File: config.mk
export PLATFORM = sky130hd
export DESIGN_NAME = isc_regs
export DESIGN_NICKNAME = d
export VERILOG_FILES = /design/src/hdl/isc_pkg.sv /design/src/hdl/isc_regs.sv /design/src/hdl/isc_rst_delay.sv /design/src/hdl/isc_sync.sv
export SDC_FILE = /design/constraint.sdc
export NUM_CORES = 1
export LEC_CHECK = 0
export BUFFER_PORTS_ARGS = -buffer_cell sky130_fd_sc_hd__buf_2
export CORE_AREA = 2 2 97 99
export DETAILED_ROUTE_END_ITERATION = 10
export DIE_AREA = 0 0 99 101
export GPL_TIMING_DRIVEN = 0
export PLACE_DENSITY = 0.73
export SYNTH_ARGS = -nofsm -noshare
export SYNTH_HDL_FRONTEND = slang
export SYNTH_SLANG_ARGS = --single-unit
File: constraint.sdc
create_clock -name clk -period 1.8 [get_ports clk]
set_input_delay 0.09 -clock clk [delete_from_list [all_inputs] [get_ports clk]]
set_output_delay 0.09 -clock clk [all_outputs]
set_load 0.01 [all_outputs]
File: src/hdl/isc_pkg.sv
// Package: constants and state type of the supply-control register block.
//
// Contract
// - write is address, sub-address, one data byte
// - receiver acknowledges low after every 8 bits
// - no auto-increment, one data byte per write
// - read returns voltage selects then fault flags
// - enable register bits 7:3, low bits zero
// - bits 7:6 of 01h select illumination voltage
// - 01h disc, sound and main rail selects
// - select field ignored while its output enabled
// - 02h ignition and undervoltage threshold selects
// - 02h bit3 adds thermal warning to alarm
// - status byte flags bits 7:2, low zero
// - supply power-up resets logic into standby
// - overcurrent flag when any switched output limits
// - low rail past delay drives reset, clears
// - rail recovers, release pin, delay internal reset
// - undervoltage sets flag, drives battery alarm low
// - overvoltage sets flag, drives battery alarm low
// - shutdown flag clears enables, alarm low
// - ignition low sets flag, alarm pin low
// - thermal flag follows die temperature condition
`default_nettype none
package isc_pkg;
    localparam logic [6:0] DEV_ADDR = 7'h08;
    localparam logic [7:0] REG_PWR_EN = 8'h00;
    localparam logic [7:0] REG_VSEL = 8'h01;
    localparam logic [7:0] REG_MON = 8'h02;
    localparam logic [7:0] PWR_EN_RST = 8'h00;
    localparam logic [7:0] VSEL_RST = 8'h00;
    localparam logic [7:0] MON_RST = 8'h00;
    localparam logic [7:0] PWR_EN_MASK = 8'hF8;
    localparam logic [7:0] MON_MASK = 8'hFB;
    // enable bit positions
    localparam int PE_ILLUM = 7;
    localparam int PE_DISC = 6;
    localparam int PE_SOUND = 5;
    localparam int PE_MAIN = 4;
    localparam int PE_HS = 3;
    // select field low bits
    localparam int VS_ILLUM = 6;
    localparam int VS_DISC = 4;
    localparam int VS_SOUND = 2;
    localparam int VS_MAIN = 1;
    localparam int MC_IGN = 6;
    localparam int MC_UNDER = 4;
    localparam int MC_MODE = 3;
    // flag positions
    localparam int FL_IGN = 7;
    localparam int FL_UNDERVOLT = 6;
    localparam int FL_OVERVOLT = 5;
    localparam int FL_SHUTDOWN = 4;
    localparam int FL_THERMAL = 3;
    localparam int FL_OVERCUR = 2;
    localparam int OUT_N = 5;
    localparam int SYNC_W = 14;
    // timing
    localparam int CLK_PERIOD_NS = 40;
    localparam int ASSERT_DELAY_NS = 25000;
    localparam int RELEASE_DELAY_NS = 100000;
    localparam int ASSERT_CYC =
        (ASSERT_DELAY_NS + CLK_PERIOD_NS - 1) / CLK_PERIOD_NS;
    localparam int RELEASE_CYC =
        (RELEASE_DELAY_NS + CLK_PERIOD_NS - 1) / CLK_PERIOD_NS;
    localparam logic [11:0] ASSERT_LAST = 12'(ASSERT_CYC - 1);
    localparam logic [11:0] RELEASE_LAST = 12'(RELEASE_CYC - 1);
    typedef enum logic [3:0] {
        S_IDLE, S_ADDR, S_ADDR_ACK, S_SUB, S_SUB_ACK,
        S_DATA, S_DATA_ACK, S_TX, S_TX_ACK, S_WAIT
    } isc_bus_st_t;
endpackage : isc_pkg
`default_nettype wire

File: src/hdl/isc_regs.sv
// Two-wire slave with control registers and fault status.
`default_nettype none
module isc_regs (
    input wire logic clk,
    input wire logic rst,
    input wire logic scl,
    input wire logic sdaIn,
    output logic sdaOut,
    output logic sdaOe,
    input wire logic resetOutNIn,
    output logic resetOutNOut,
    output logic resetOutNOe,
    input wire logic railLow,
    input wire logic ignLowCmp,
    input wire logic undervoltDetector,
    input wire logic overvoltDetector,
    input wire logic shutdownCmp,
    input wire logic thermalCmp,
    input wire logic [isc_pkg::OUT_N-1:0] curLimit,
    output logic illumOutOn,
    output logic discOutOn,
    output logic soundOutOn,
    output logic mainRailOn,
    output logic hsSwitchOn,
    output logic [1:0] illumVoltSel,
    output logic [1:0] discVoltSel,
    output logic [1:0] soundVoltSel,
    output logic mainRailVoltSel,
    output logic [1:0] ignitionThreshSel,
    output logic [1:0] undervoltThreshSel,
    output logic battAlarmMode,
    output logic battAlarmN,
    output logic ignitionAlarmN
);
    import isc_pkg::*;

    typedef struct packed {
        isc_bus_st_t st;
        logic [3:0] bitCnt;
        logic [7:0] rxSh;
        logic [7:0] subAddr;
        logic isRead;
        logic byteIdx;
        logic mAck;
        logic [15:0] txSh;
        logic sdaOe;
        logic sdaOut;
        logic sclPrev;
        logic sdaPrev;
        logic wrDone;
        logic [7:0] pwrEn;
        logic [7:0] vsel;
        logic [7:0] monCfg;
        logic [7:0] flags;
        logic battAlarmN;
        logic ignAlarmN;
    } isc_top_state_t;

    isc_top_state_t q;
    isc_top_state_t n;

    logic [SYNC_W-1:0] syncIn;
    logic [SYNC_W-1:0] syncOut;
    logic sclS;
    logic sdaS;
    logic railLowS;
    logic rstPinS;
    logic ignS;
    logic underS;
    logic overS;
    logic shutS;
    logic thermS;
    logic [OUT_N-1:0] curS;
    logic intRst;
    logic rstAll;
    logic sclRise;
    logic sclFall;
    logic startC;
    logic stopC;
    logic [7:0] flagsNext;

    // ------------------------------------------------------------
    // input synchronisation and reset sequencing
    // ------------------------------------------------------------
    assign syncIn = {scl, sdaIn, railLow, resetOutNIn, ignLowCmp,
                     undervoltDetector, overvoltDetector, shutdownCmp,
                     thermalCmp, curLimit};

    isc_sync #(
        .W(SYNC_W)
    ) u_sync (
        .clk(clk),
        .rst(rst),
        .din(syncIn),
        .dout(syncOut)
    );

    assign {sclS, sdaS, railLowS, rstPinS, ignS, underS, overS, shutS,
            thermS, curS} = syncOut;

    isc_rst_delay u_rst_delay (
        .clk(clk),
        .rst(rst),
        .railLow(railLowS),
        .pinIn(rstPinS),
        .pinOut(resetOutNOut),
        .pinOe(resetOutNOe),
        .intRst(intRst)
    );

    assign rstAll = rst | intRst;

    // ------------------------------------------------------------
    // bus conditions
    // ------------------------------------------------------------
    assign sclRise = sclS & ~q.sclPrev;
    assign sclFall = ~sclS & q.sclPrev;
    assign startC = q.sclPrev & sclS & q.sdaPrev & ~sdaS;
    assign stopC = q.sclPrev & sclS & ~q.sdaPrev & sdaS;

    // flags track the comparators live; nothing to clear
    assign flagsNext = {ignS, underS, overS, shutS, thermS,
                        |curS, 2'b00};

    // ------------------------------------------------------------
    // next state
    // ------------------------------------------------------------
    always_comb begin
        n = q;
        n.sclPrev = sclS;
        n.sdaPrev = sdaS;
        n.sdaOut = 1'b0;
        n.wrDone = 1'b0;
        n.flags = flagsNext;
        n.ignAlarmN = ~flagsNext[FL_IGN];
        n.battAlarmN = ~(flagsNext[FL_UNDERVOLT]
                       | flagsNext[FL_OVERVOLT]
                       | flagsNext[FL_SHUTDOWN]
                       | (q.monCfg[MC_MODE]
                          & flagsNext[FL_THERMAL]));
        if (startC) begin
            n.st = S_ADDR;
            n.bitCnt = 4'h0;
            n.sdaOe = 1'b0;
        end else if (stopC) begin
            n.st = S_IDLE;
            n.sdaOe = 1'b0;
        end else if (sclRise) begin
            case (q.st)
                S_ADDR, S_SUB, S_DATA: begin
                    // msb arrives first
                    n.rxSh = {q.rxSh[6:0], sdaS};
                    n.bitCnt = q.bitCnt + 4'h1;
                end
                S_TX: begin
                    n.bitCnt = q.bitCnt + 4'h1;
                end
                S_TX_ACK: begin
                    n.mAck = ~sdaS;
                end
                default: begin
                end
            endcase
        end else if (sclFall) begin
            case (q.st)
                S_ADDR: begin
                    if (q.bitCnt == 4'h8) begin
                        if (q.rxSh[7:1] == DEV_ADDR) begin
                            n.isRead = q.rxSh[0];
                            n.sdaOe = 1'b1;
                            n.st = S_ADDR_ACK;
                        end else begin
                            n.st = S_WAIT;
                        end
                    end
                end
                S_ADDR_ACK: begin
                    n.bitCnt = 4'h0;
                    if (q.isRead) begin
                        // no sub-address in a read
                        n.txSh = {q.vsel, q.flags};
                        n.byteIdx = 1'b0;
                        n.sdaOe = ~q.vsel[7];
                        n.st = S_TX;
                    end else begin
                        n.sdaOe = 1'b0;
                        n.st = S_SUB;
                    end
                end
                S_SUB: begin
                    if (q.bitCnt == 4'h8) begin
                        n.subAddr = q.rxSh;
                        n.sdaOe = 1'b1;
                        n.st = S_SUB_ACK;
                    end
                end
                S_SUB_ACK: begin
                    n.sdaOe = 1'b0;
                    n.bitCnt = 4'h0;
                    n.st = S_DATA;
                end
                S_DATA: begin
                    if (q.bitCnt == 4'h8) begin
                        n.sdaOe = 1'b1;
                        n.wrDone = 1'b1;
                        n.st = S_DATA_ACK;
                        case (q.subAddr)
                            REG_PWR_EN: begin
                                n.pwrEn = q.rxSh & PWR_EN_MASK;
                            end
                            REG_VSEL: begin
                                // a field is frozen while its output is on
                                if (!q.pwrEn[PE_ILLUM]) begin
                                    n.vsel[VS_ILLUM+:2] =
                                        q.rxSh[VS_ILLUM+:2];
                                end
                                if (!q.pwrEn[PE_DISC]) begin
                                    n.vsel[VS_DISC+:2] =
                                        q.rxSh[VS_DISC+:2];
                                end
                                if (!q.pwrEn[PE_SOUND]) begin
                                    n.vsel[VS_SOUND+:2] =
                                        q.rxSh[VS_SOUND+:2];
                                end
                                if (!q.pwrEn[PE_MAIN]) begin
                                    n.vsel[VS_MAIN] =
                                        q.rxSh[VS_MAIN];
                                end
                            end
                            REG_MON: begin
                                n.monCfg = q.rxSh & MON_MASK;
                            end
                            default: begin
                                // acknowledged, nothing stored
                            end
                        endcase
                    end
                end
                S_DATA_ACK: begin
                    // further bytes get no acknowledge and are dropped
                    n.sdaOe = 1'b0;
                    n.st = S_WAIT;
                end
                S_TX: begin
                    if (q.bitCnt == 4'h8) begin
                        n.sdaOe = 1'b0;
                        n.st = S_TX_ACK;
                    end else begin
                        n.txSh = {q.txSh[14:0], 1'b0};
                        n.sdaOe = ~q.txSh[14];
                    end
                end
                S_TX_ACK: begin
                    if (q.mAck && !q.byteIdx) begin
                        n.txSh = {q.txSh[14:0], 1'b0};
                        n.sdaOe = ~q.txSh[14];
                        n.byteIdx = 1'b1;
                        n.bitCnt = 4'h0;
                        n.st = S_TX;
                    end else begin
                        n.sdaOe = 1'b0;
                        n.st = S_WAIT;
                    end
                end
                default: begin
                end
            endcase
        end
        // protection shutdown beats any write in the same cycle
        if (flagsNext[FL_SHUTDOWN]) begin
            n.pwrEn = PWR_EN_RST;
        end
        if (rstAll) begin
            n = '0;
            n.st = S_IDLE;
            n.pwrEn = PWR_EN_RST;
            n.vsel = VSEL_RST;
            n.monCfg = MON_RST;
            n.battAlarmN = 1'b1;
            n.ignAlarmN = 1'b1;
            n.sclPrev = sclS;
            n.sdaPrev = sdaS;
        end
    end

    always_ff @(posedge clk) begin
        if (rst) begin
            q <= '0;
            q.st <= S_IDLE;
            q.battAlarmN <= 1'b1;
            q.ignAlarmN <= 1'b1;
            q.sclPrev <= 1'b1;
            q.sdaPrev <= 1'b1;
        end else begin
            q <= n;
        end
    end

    // ------------------------------------------------------------
    // outputs
    // ------------------------------------------------------------
    assign sdaOut = q.sdaOut;
    assign sdaOe = q.sdaOe;
    assign illumOutOn = q.pwrEn[PE_ILLUM];
    assign discOutOn = q.pwrEn[PE_DISC];
    assign soundOutOn = q.pwrEn[PE_SOUND];
    assign mainRailOn = q.pwrEn[PE_MAIN];
    assign hsSwitchOn = q.pwrEn[PE_HS];
    assign illumVoltSel = q.vsel[VS_ILLUM+:2];
    assign discVoltSel = q.vsel[VS_DISC+:2];
    assign soundVoltSel = q.vsel[VS_SOUND+:2];
    assign mainRailVoltSel = q.vsel[VS_MAIN];
    assign ignitionThreshSel = q.monCfg[MC_IGN+:2];
    assign undervoltThreshSel = q.monCfg[MC_UNDER+:2];
    assign battAlarmMode = q.monCfg[MC_MODE];
    assign battAlarmN = q.battAlarmN;
    assign ignitionAlarmN = q.ignAlarmN;
endmodule : isc_regs
`default_nettype wire

File: src/hdl/isc_rst_delay.sv
// Reset pin sequencing with assert and release delays.
`default_nettype none
module isc_rst_delay (
    input wire logic clk,
    input wire logic rst,
    input wire logic railLow,
    input wire logic pinIn,
    output logic pinOut,
    output logic pinOe,
    output logic intRst
);
    import isc_pkg::*;

    typedef struct packed {
        logic pinLow;
        logic intRst;
        logic pinOut;
        logic [11:0] cnt;
    } isc_rd_state_t;

    isc_rd_state_t q;
    isc_rd_state_t n;

    always_comb begin
        n = q;
        n.pinOut = 1'b0;
        if (q.pinLow) begin
            n.cnt = '0;
            if (!railLow) begin
                n.pinLow = 1'b0;
            end
        end else if (railLow) begin
            if (q.cnt == ASSERT_LAST) begin
                n.pinLow = 1'b1;
                n.intRst = 1'b1;
                n.cnt = '0;
            end else begin
                n.cnt = q.cnt + 12'h001;
            end
        end else if (q.intRst) begin
            // a capacitor on the pin stretches the internal reset
            if (!pinIn) begin
                n.cnt = '0;
            end else if (q.cnt == RELEASE_LAST) begin
                n.intRst = 1'b0;
                n.cnt = '0;
            end else begin
                n.cnt = q.cnt + 12'h001;
            end
        end else begin
            n.cnt = '0;
            if (!pinIn) begin
                n.intRst = 1'b1;
            end
        end
    end

    always_ff @(posedge clk) begin
        if (rst) begin
            q <= '0;
        end else begin
            q <= n;
        end
    end

    assign pinOut = q.pinOut;
    assign pinOe = q.pinLow;
    assign intRst = q.intRst;
endmodule : isc_rst_delay
`default_nettype wire

File: src/hdl/isc_sync.sv
// Two-stage synchroniser for inputs from outside the clock domain.
`default_nettype none
module isc_sync #(
    parameter int W = 1
) (
    input wire logic clk,
    input wire logic rst,
    input wire logic [W-1:0] din,
    output logic [W-1:0] dout
);
    typedef struct packed {
        logic [W-1:0] s1;
        logic [W-1:0] s2;
    } isc_sync_state_t;

    isc_sync_state_t q;
    isc_sync_state_t n;

    always_comb begin
        n.s1 = din;
        n.s2 = q.s1;
    end

    always_ff @(posedge clk) begin
        if (rst) begin
            // preset to the pin level so no false edge follows reset
            q <= {din, din};
        end else begin
            q <= n;
        end
    end

    assign dout = q.s2;
endmodule : isc_sync
`default_nettype wire

# Word level (Yosys, flattened, before mapping)
# Cells that the tools add are included.
# Widths: inputs -> output; s select.
dict set report totals {
  regBits 118
}
dict set report classes {
  addsub 2
  n_eq_ne 31
  n_mux 59
  bitwise 28
  reduce_logical 39
}
# op n
set ops {}
lappend ops {{$mux 12} 5}
lappend ops {{$mux 16} 3}
lappend ops {{$pmux 16 s3} 1}
lappend ops {{$reduce_and 7->1} 6}
lappend ops {{$reduce_and 8->1} 5}
lappend ops {{$mux 39} 1}
lappend ops {{$mux 4} 9}
lappend ops {{$mux 17} 2}
lappend ops {{$mux 8} 4}
lappend ops {{$pmux 4 s8} 1}
lappend ops {{$mux 1} 23}
lappend ops {{$mux 10} 2}
lappend ops {{$ne 2x2->1 const B} 9}
lappend ops {{$eq 4x3->1 const B} 4}
lappend ops {{$ne 4x4->1 const B} 4}
lappend ops {{$not 1->1} 16}
lappend ops {{$mux 14} 1}
lappend ops {{$add 12x1->12 const B} 1}
lappend ops {{$eq 12x10->1 const B} 1}
lappend ops {{$eq 12x12->1 const B} 1}
lappend ops {{$reduce_and 6->1} 2}
lappend ops {{$mux 5} 2}
lappend ops {{$reduce_bool 10->1} 1}
lappend ops {{$reduce_or 2->1} 5}
lappend ops {{other kinds (30)} 50}

# Longest topological paths before layout
dict set report depth {
  depth_word 8
  ltp_mapped 9
}

# Hierarchy
# A second synthesis with hierarchy kept.
dict set report unflattened {
  cells_unflattened 479
  hier_area_um2 4822.1
}
# module n_inst cells_per_inst area_per_inst_um2 seq_area_each_um2
set by_module_without_submodules {}
lappend by_module_without_submodules {isc_regs 1 358 3364.5 1361.3}
lappend by_module_without_submodules {isc_sync 1 43 729.4 560.5}
lappend by_module_without_submodules {isc_rst_delay 1 78 728.2 280.3}

# Worst setup path before layout
# OpenSTA, ideal clock, no wires.
dict set report synth_path {
  kind {reg-to-reg}
  from {register q[74] in the netlist's numbering}
  to {register q (netlist bit battAlarmMode)}
  setup_ns 0.128
  t_arrival_ns 1.775
  setup_slack_ns -0.102
  path_stages_with_launch 10
  synth_period_minus_slack_ns 1.902
  path_cell_list {dfxtp_1 inv_1 ha_1 and3b_1 buf_4 nand4_1 or4_1 clkbuf_1 mux2i_1 nor2_1}
}
dict set report synth_via {
  elab_chain_len 2
}
# element line_no
set synth_lines {}
lappend synth_lines {{from (decl)} isc_regs.sv:59} ;# isc_top_state_t q;
lappend synth_lines {{from (signal assigned)} isc_regs.sv:295} ;# q <= n;
lappend synth_lines {{$eq 4x4->1} isc_regs.sv:203} ;# if (q.bitCnt == 4'h8) begin
lappend synth_lines {{$reduce_and 7->1 (no source line)} n/a}
# Every way passes these cells.
# A chain may end at the register's enable or synchronous reset.

# Worst setup path after layout
dict set report layout_path {
  from {register q[64] in the netlist's numbering}
  to {register q (netlist bit undervoltThreshSel[0])}
}
dict set report layout_via {
  elab_chain_len 2
}
# element line_no
set layout_lines {}
lappend layout_lines {{$eq 8x2->1} isc_regs.sv:207} ;# case (q.subAddr)
lappend layout_lines {{$reduce_and 7->1 (no source line)} n/a}
# Every way passes these cells.

==> impl_metrics.py <==
metrics = {
    "clock_tree": {
        "insertion_delay_ns": 0.38,
        "cts_root_buf": "clkbuf_8",
        "cts.sinks": 110,
        "cts_tree": "built",
        "cts_made_buffers": 9,
        "clock_path_buffers": 2,
        "htree_levels": 3,
        "clk_pin_slew_ns": 0.11,
    },
    "sta": {
        "layout_setup_ws_ns": -0.162,
        "setup_violations": 34,
        "finalHoldViolCount": 0,
        "min_period_ns": 1.96,
        "report.final.slew_viol_count": 0,
        "fin_crit_sh": 1.09,
        "tightest_slew_ns": 0.714,
        "rsz0062_at_grt": "yes",
        "fmax_ghz": 0.510,
        "fin_hold_ws_ns": 0.0480,
        "timing.slew.headroom": 0.524,
        "setup_tns_ns": -2.26,
        "skew_ns": 0.00975,
    },
    "grt": {
        "track_usage": 0.209,
        "grt_max_degree": 23,
        "grt_pass1_wl_mm": 16.9,
        "grt_overflow": 0,
        "antenna_found_initial": 0,
        "grt_pass1_vias": 3526,
    },
    "setup_path": {
        "cp.arrival_ns": 2.22,
        "cp-end-kind": "flop",
        "critPathKind": "flop to flop",
        "cp_data_required_time_ns": 2.06,
        "critPathMaxFanout": 5,
        "r2r_slack_ns": -0.16,
        "critPathLaunchType": "flop",
    },
    "synth": {
        "synthFlopType": "dfxtp_1",
        "yosys_warnings": 0,
        "ys_seq_elements": 110,
        "avgSynthCellArea_um2": 9.84,
        "synthesis.instances": 469,
        "ys_seq_area_frac": 0.477,
        "synthArstFlopShare": 0,
        "synth_cell_types": 61,
        "synth-edff-count": 0,
        "synth_area_um2": 4610,
    },
    "placed_design": {
        "dp_hpwl_mm": 6.66,
        "numPortBuffers": 36,
        "place_congestion": 0.831,
    },
    "floorplanning": {
        "start_util": 0.514,
        "io-pin-count": 39,
        "coreArea_um2": 8980,
        "chipHeight_um": 101,
        "dieWidth_um": 99,
        "rows": 35,
        "die_area_um2": 10000,
    },
    "detailed_routing": {
        "detail-route-antenna-nets": 0,
        "drc": 0,
        "via_per_inst": 5.56,
        "dr.pass1.iters": 4,
        "avgRoutedWirePerCell_um": 16.2,
        "finalWirelength_mm": 11.0,
        "via_count": 3771,
        "drt_iter0_markers": 180,
    },
    "final_layout": {
        "synthToLayoutAreaGrowth_pct": 30.2,
        "final_layout_size_suffix_gt1_frac": 0.342,
        "n_antenna_cell": 0,
        "final_common_cell": "dfxtp_1",
        "finish.net_count": 586,
        "final_cell_mix": "dfxtp_1, nor2_1, mux2i_1",
    },
    "hold_path": {
        "hold_class": "input port to flop",
    },
    "power": {
        "leakagePower_nw": 2.34,
        "power_density_nw_per_um2": 739,
        "ir_drop_mv": 0.616,
    },
    "status": {
        "violations": "setup timing",
        "status": "finished with violations",
    },
    "run": {
        "max-cap-violations": 0,
    },
}
[routing by layer]
metal  global-route usage  vias up  part of all wire
li1                     -     1815                 -
met1                0.265     1835              0.43
met2                0.364      100              0.51
met3               0.0402       21             0.049
met4               0.0569        0             0.015
met5                    0        -                 0
[layout make-up]
cell class	instances	area, um2
multi-input cells	314	2470
plain buffers	29	199
fillers	669	2970
flip-flops and latches	110	2230
well taps	111	139
clock inverters	7	91.3
repair buffers	86	708
inverters	12	47.5
clock buffers	9	124
[synthesized netlist by cell type (3+ instances only)]
cell type / instances / share of area
or2_2: 3 / 0.0041
nand2_1: 21 / 0.017
and2_1: 6 / 0.0081
nor2_1: 74 / 0.060
dfxtp_1: 110 / 0.48
a211oi_1: 7 / 0.011
or4_1: 3 / 0.0049
ha_1: 8 / 0.022
mux2_2: 14 / 0.034
xor2_1: 6 / 0.011
nor2b_1: 9 / 0.012
nand4_1: 10 / 0.014
nor4b_1: 4 / 0.0076
o21ai_0: 13 / 0.014
nand3_1: 8 / 0.0087
xnor2_1: 5 / 0.0095
nor3_1: 11 / 0.012
a21oi_1: 10 / 0.011
nand2b_1: 4 / 0.0054
a211oi_2: 5 / 0.014
inv_1: 12 / 0.0098
buf_2: 4 / 0.0043
mux2i_1: 49 / 0.11
or3_1: 4 / 0.0054
clkbuf_1: 11 / 0.0089
buf_4: 15 / 0.024
[kinds of logic (layout without fill, tap and decap cells)]
family,count (synthesis),after routing,share of synthesized area
xor+xnor,11,11,0.0209
simple gates,173,173,0.191
mux,63,63,0.140
flops,110,110,0.477
compound gates,57,57,0.0936
buf+inv,46,143,0.0540
other cells,1,2,0.000813
fa+ha+maj,8,8,0.0217
[registers in the layout, summed over array words and instances (netlist names)]
name                count
battAlarmMode           1
battAlarmN              1
discOutOn               1
discVoltSel             2
hsSwitchOn              1
ignitionAlarmN          1
ignitionThreshSel       2
illumOutOn              1
illumVoltSel            2
mainRailOn              1
mainRailVoltSel         1
q                      48
sdaOe                   1
soundOutOn              1
soundVoltSel            2
u_rst_delay.intRst      1
u_rst_delay.pinOe       1
u_rst_delay.q          12
u_sync.dout            14
u_sync.n               14
undervoltThreshSel      2
[power breakdown]
group / leakage [nW] / switching (mW) / total (mW) / internal, mW
registers: 0.905 / 0.0395 / 2.54 / 2.50
clock network: 0.105 / 0.937 / 1.50 / 0.566
logic: 1.33 / 0.216 / 0.398 / 0.182
[final timing paths]
check	start	end	cells past startpoint
min reg2reg	u_sync.dout[9]	ignitionAlarmN	1
min	rst	u_rst_delay.q[9]	3
max	q[64]	undervoltThreshSel[0]	5
max reg2reg	q[64]	undervoltThreshSel[0]	5
[worst max-delay path, stage by stage, from the launching register on]
cell     delay [ns]
dfxtp_1        0.34
nor4_2         0.41
nand4_1        0.24
or4_4          0.61
mux2i_1        0.18
nor2_1         0.06
[through the flow]
stage,utilization,cells,power (mW),area [um2],setup slack (ns)
final,0.669,678,4.44,6010,-0.162
after global placement,0.552,617,2.87,4950,-0.309
after CTS,0.644,668,4.44,5780,-0.144
after global routing,0.669,678,4.63,6010,-0.225
after floorplan,-,470,2.78,4630,-0.0411
after detailed placement,0.552,617,2.88,4950,-0.339
[timing repair]
action,4_1_cts,5_1_grt
hold buffers,14,0
setup endpoints to repair,61,64
resized for setup,71,41
pin swaps,21,19
buffers inserted,23,12
gates cloned,2,0
hold endpoints to repair,28,0
No activity file was read; power rests on OpenSTA's default activity.
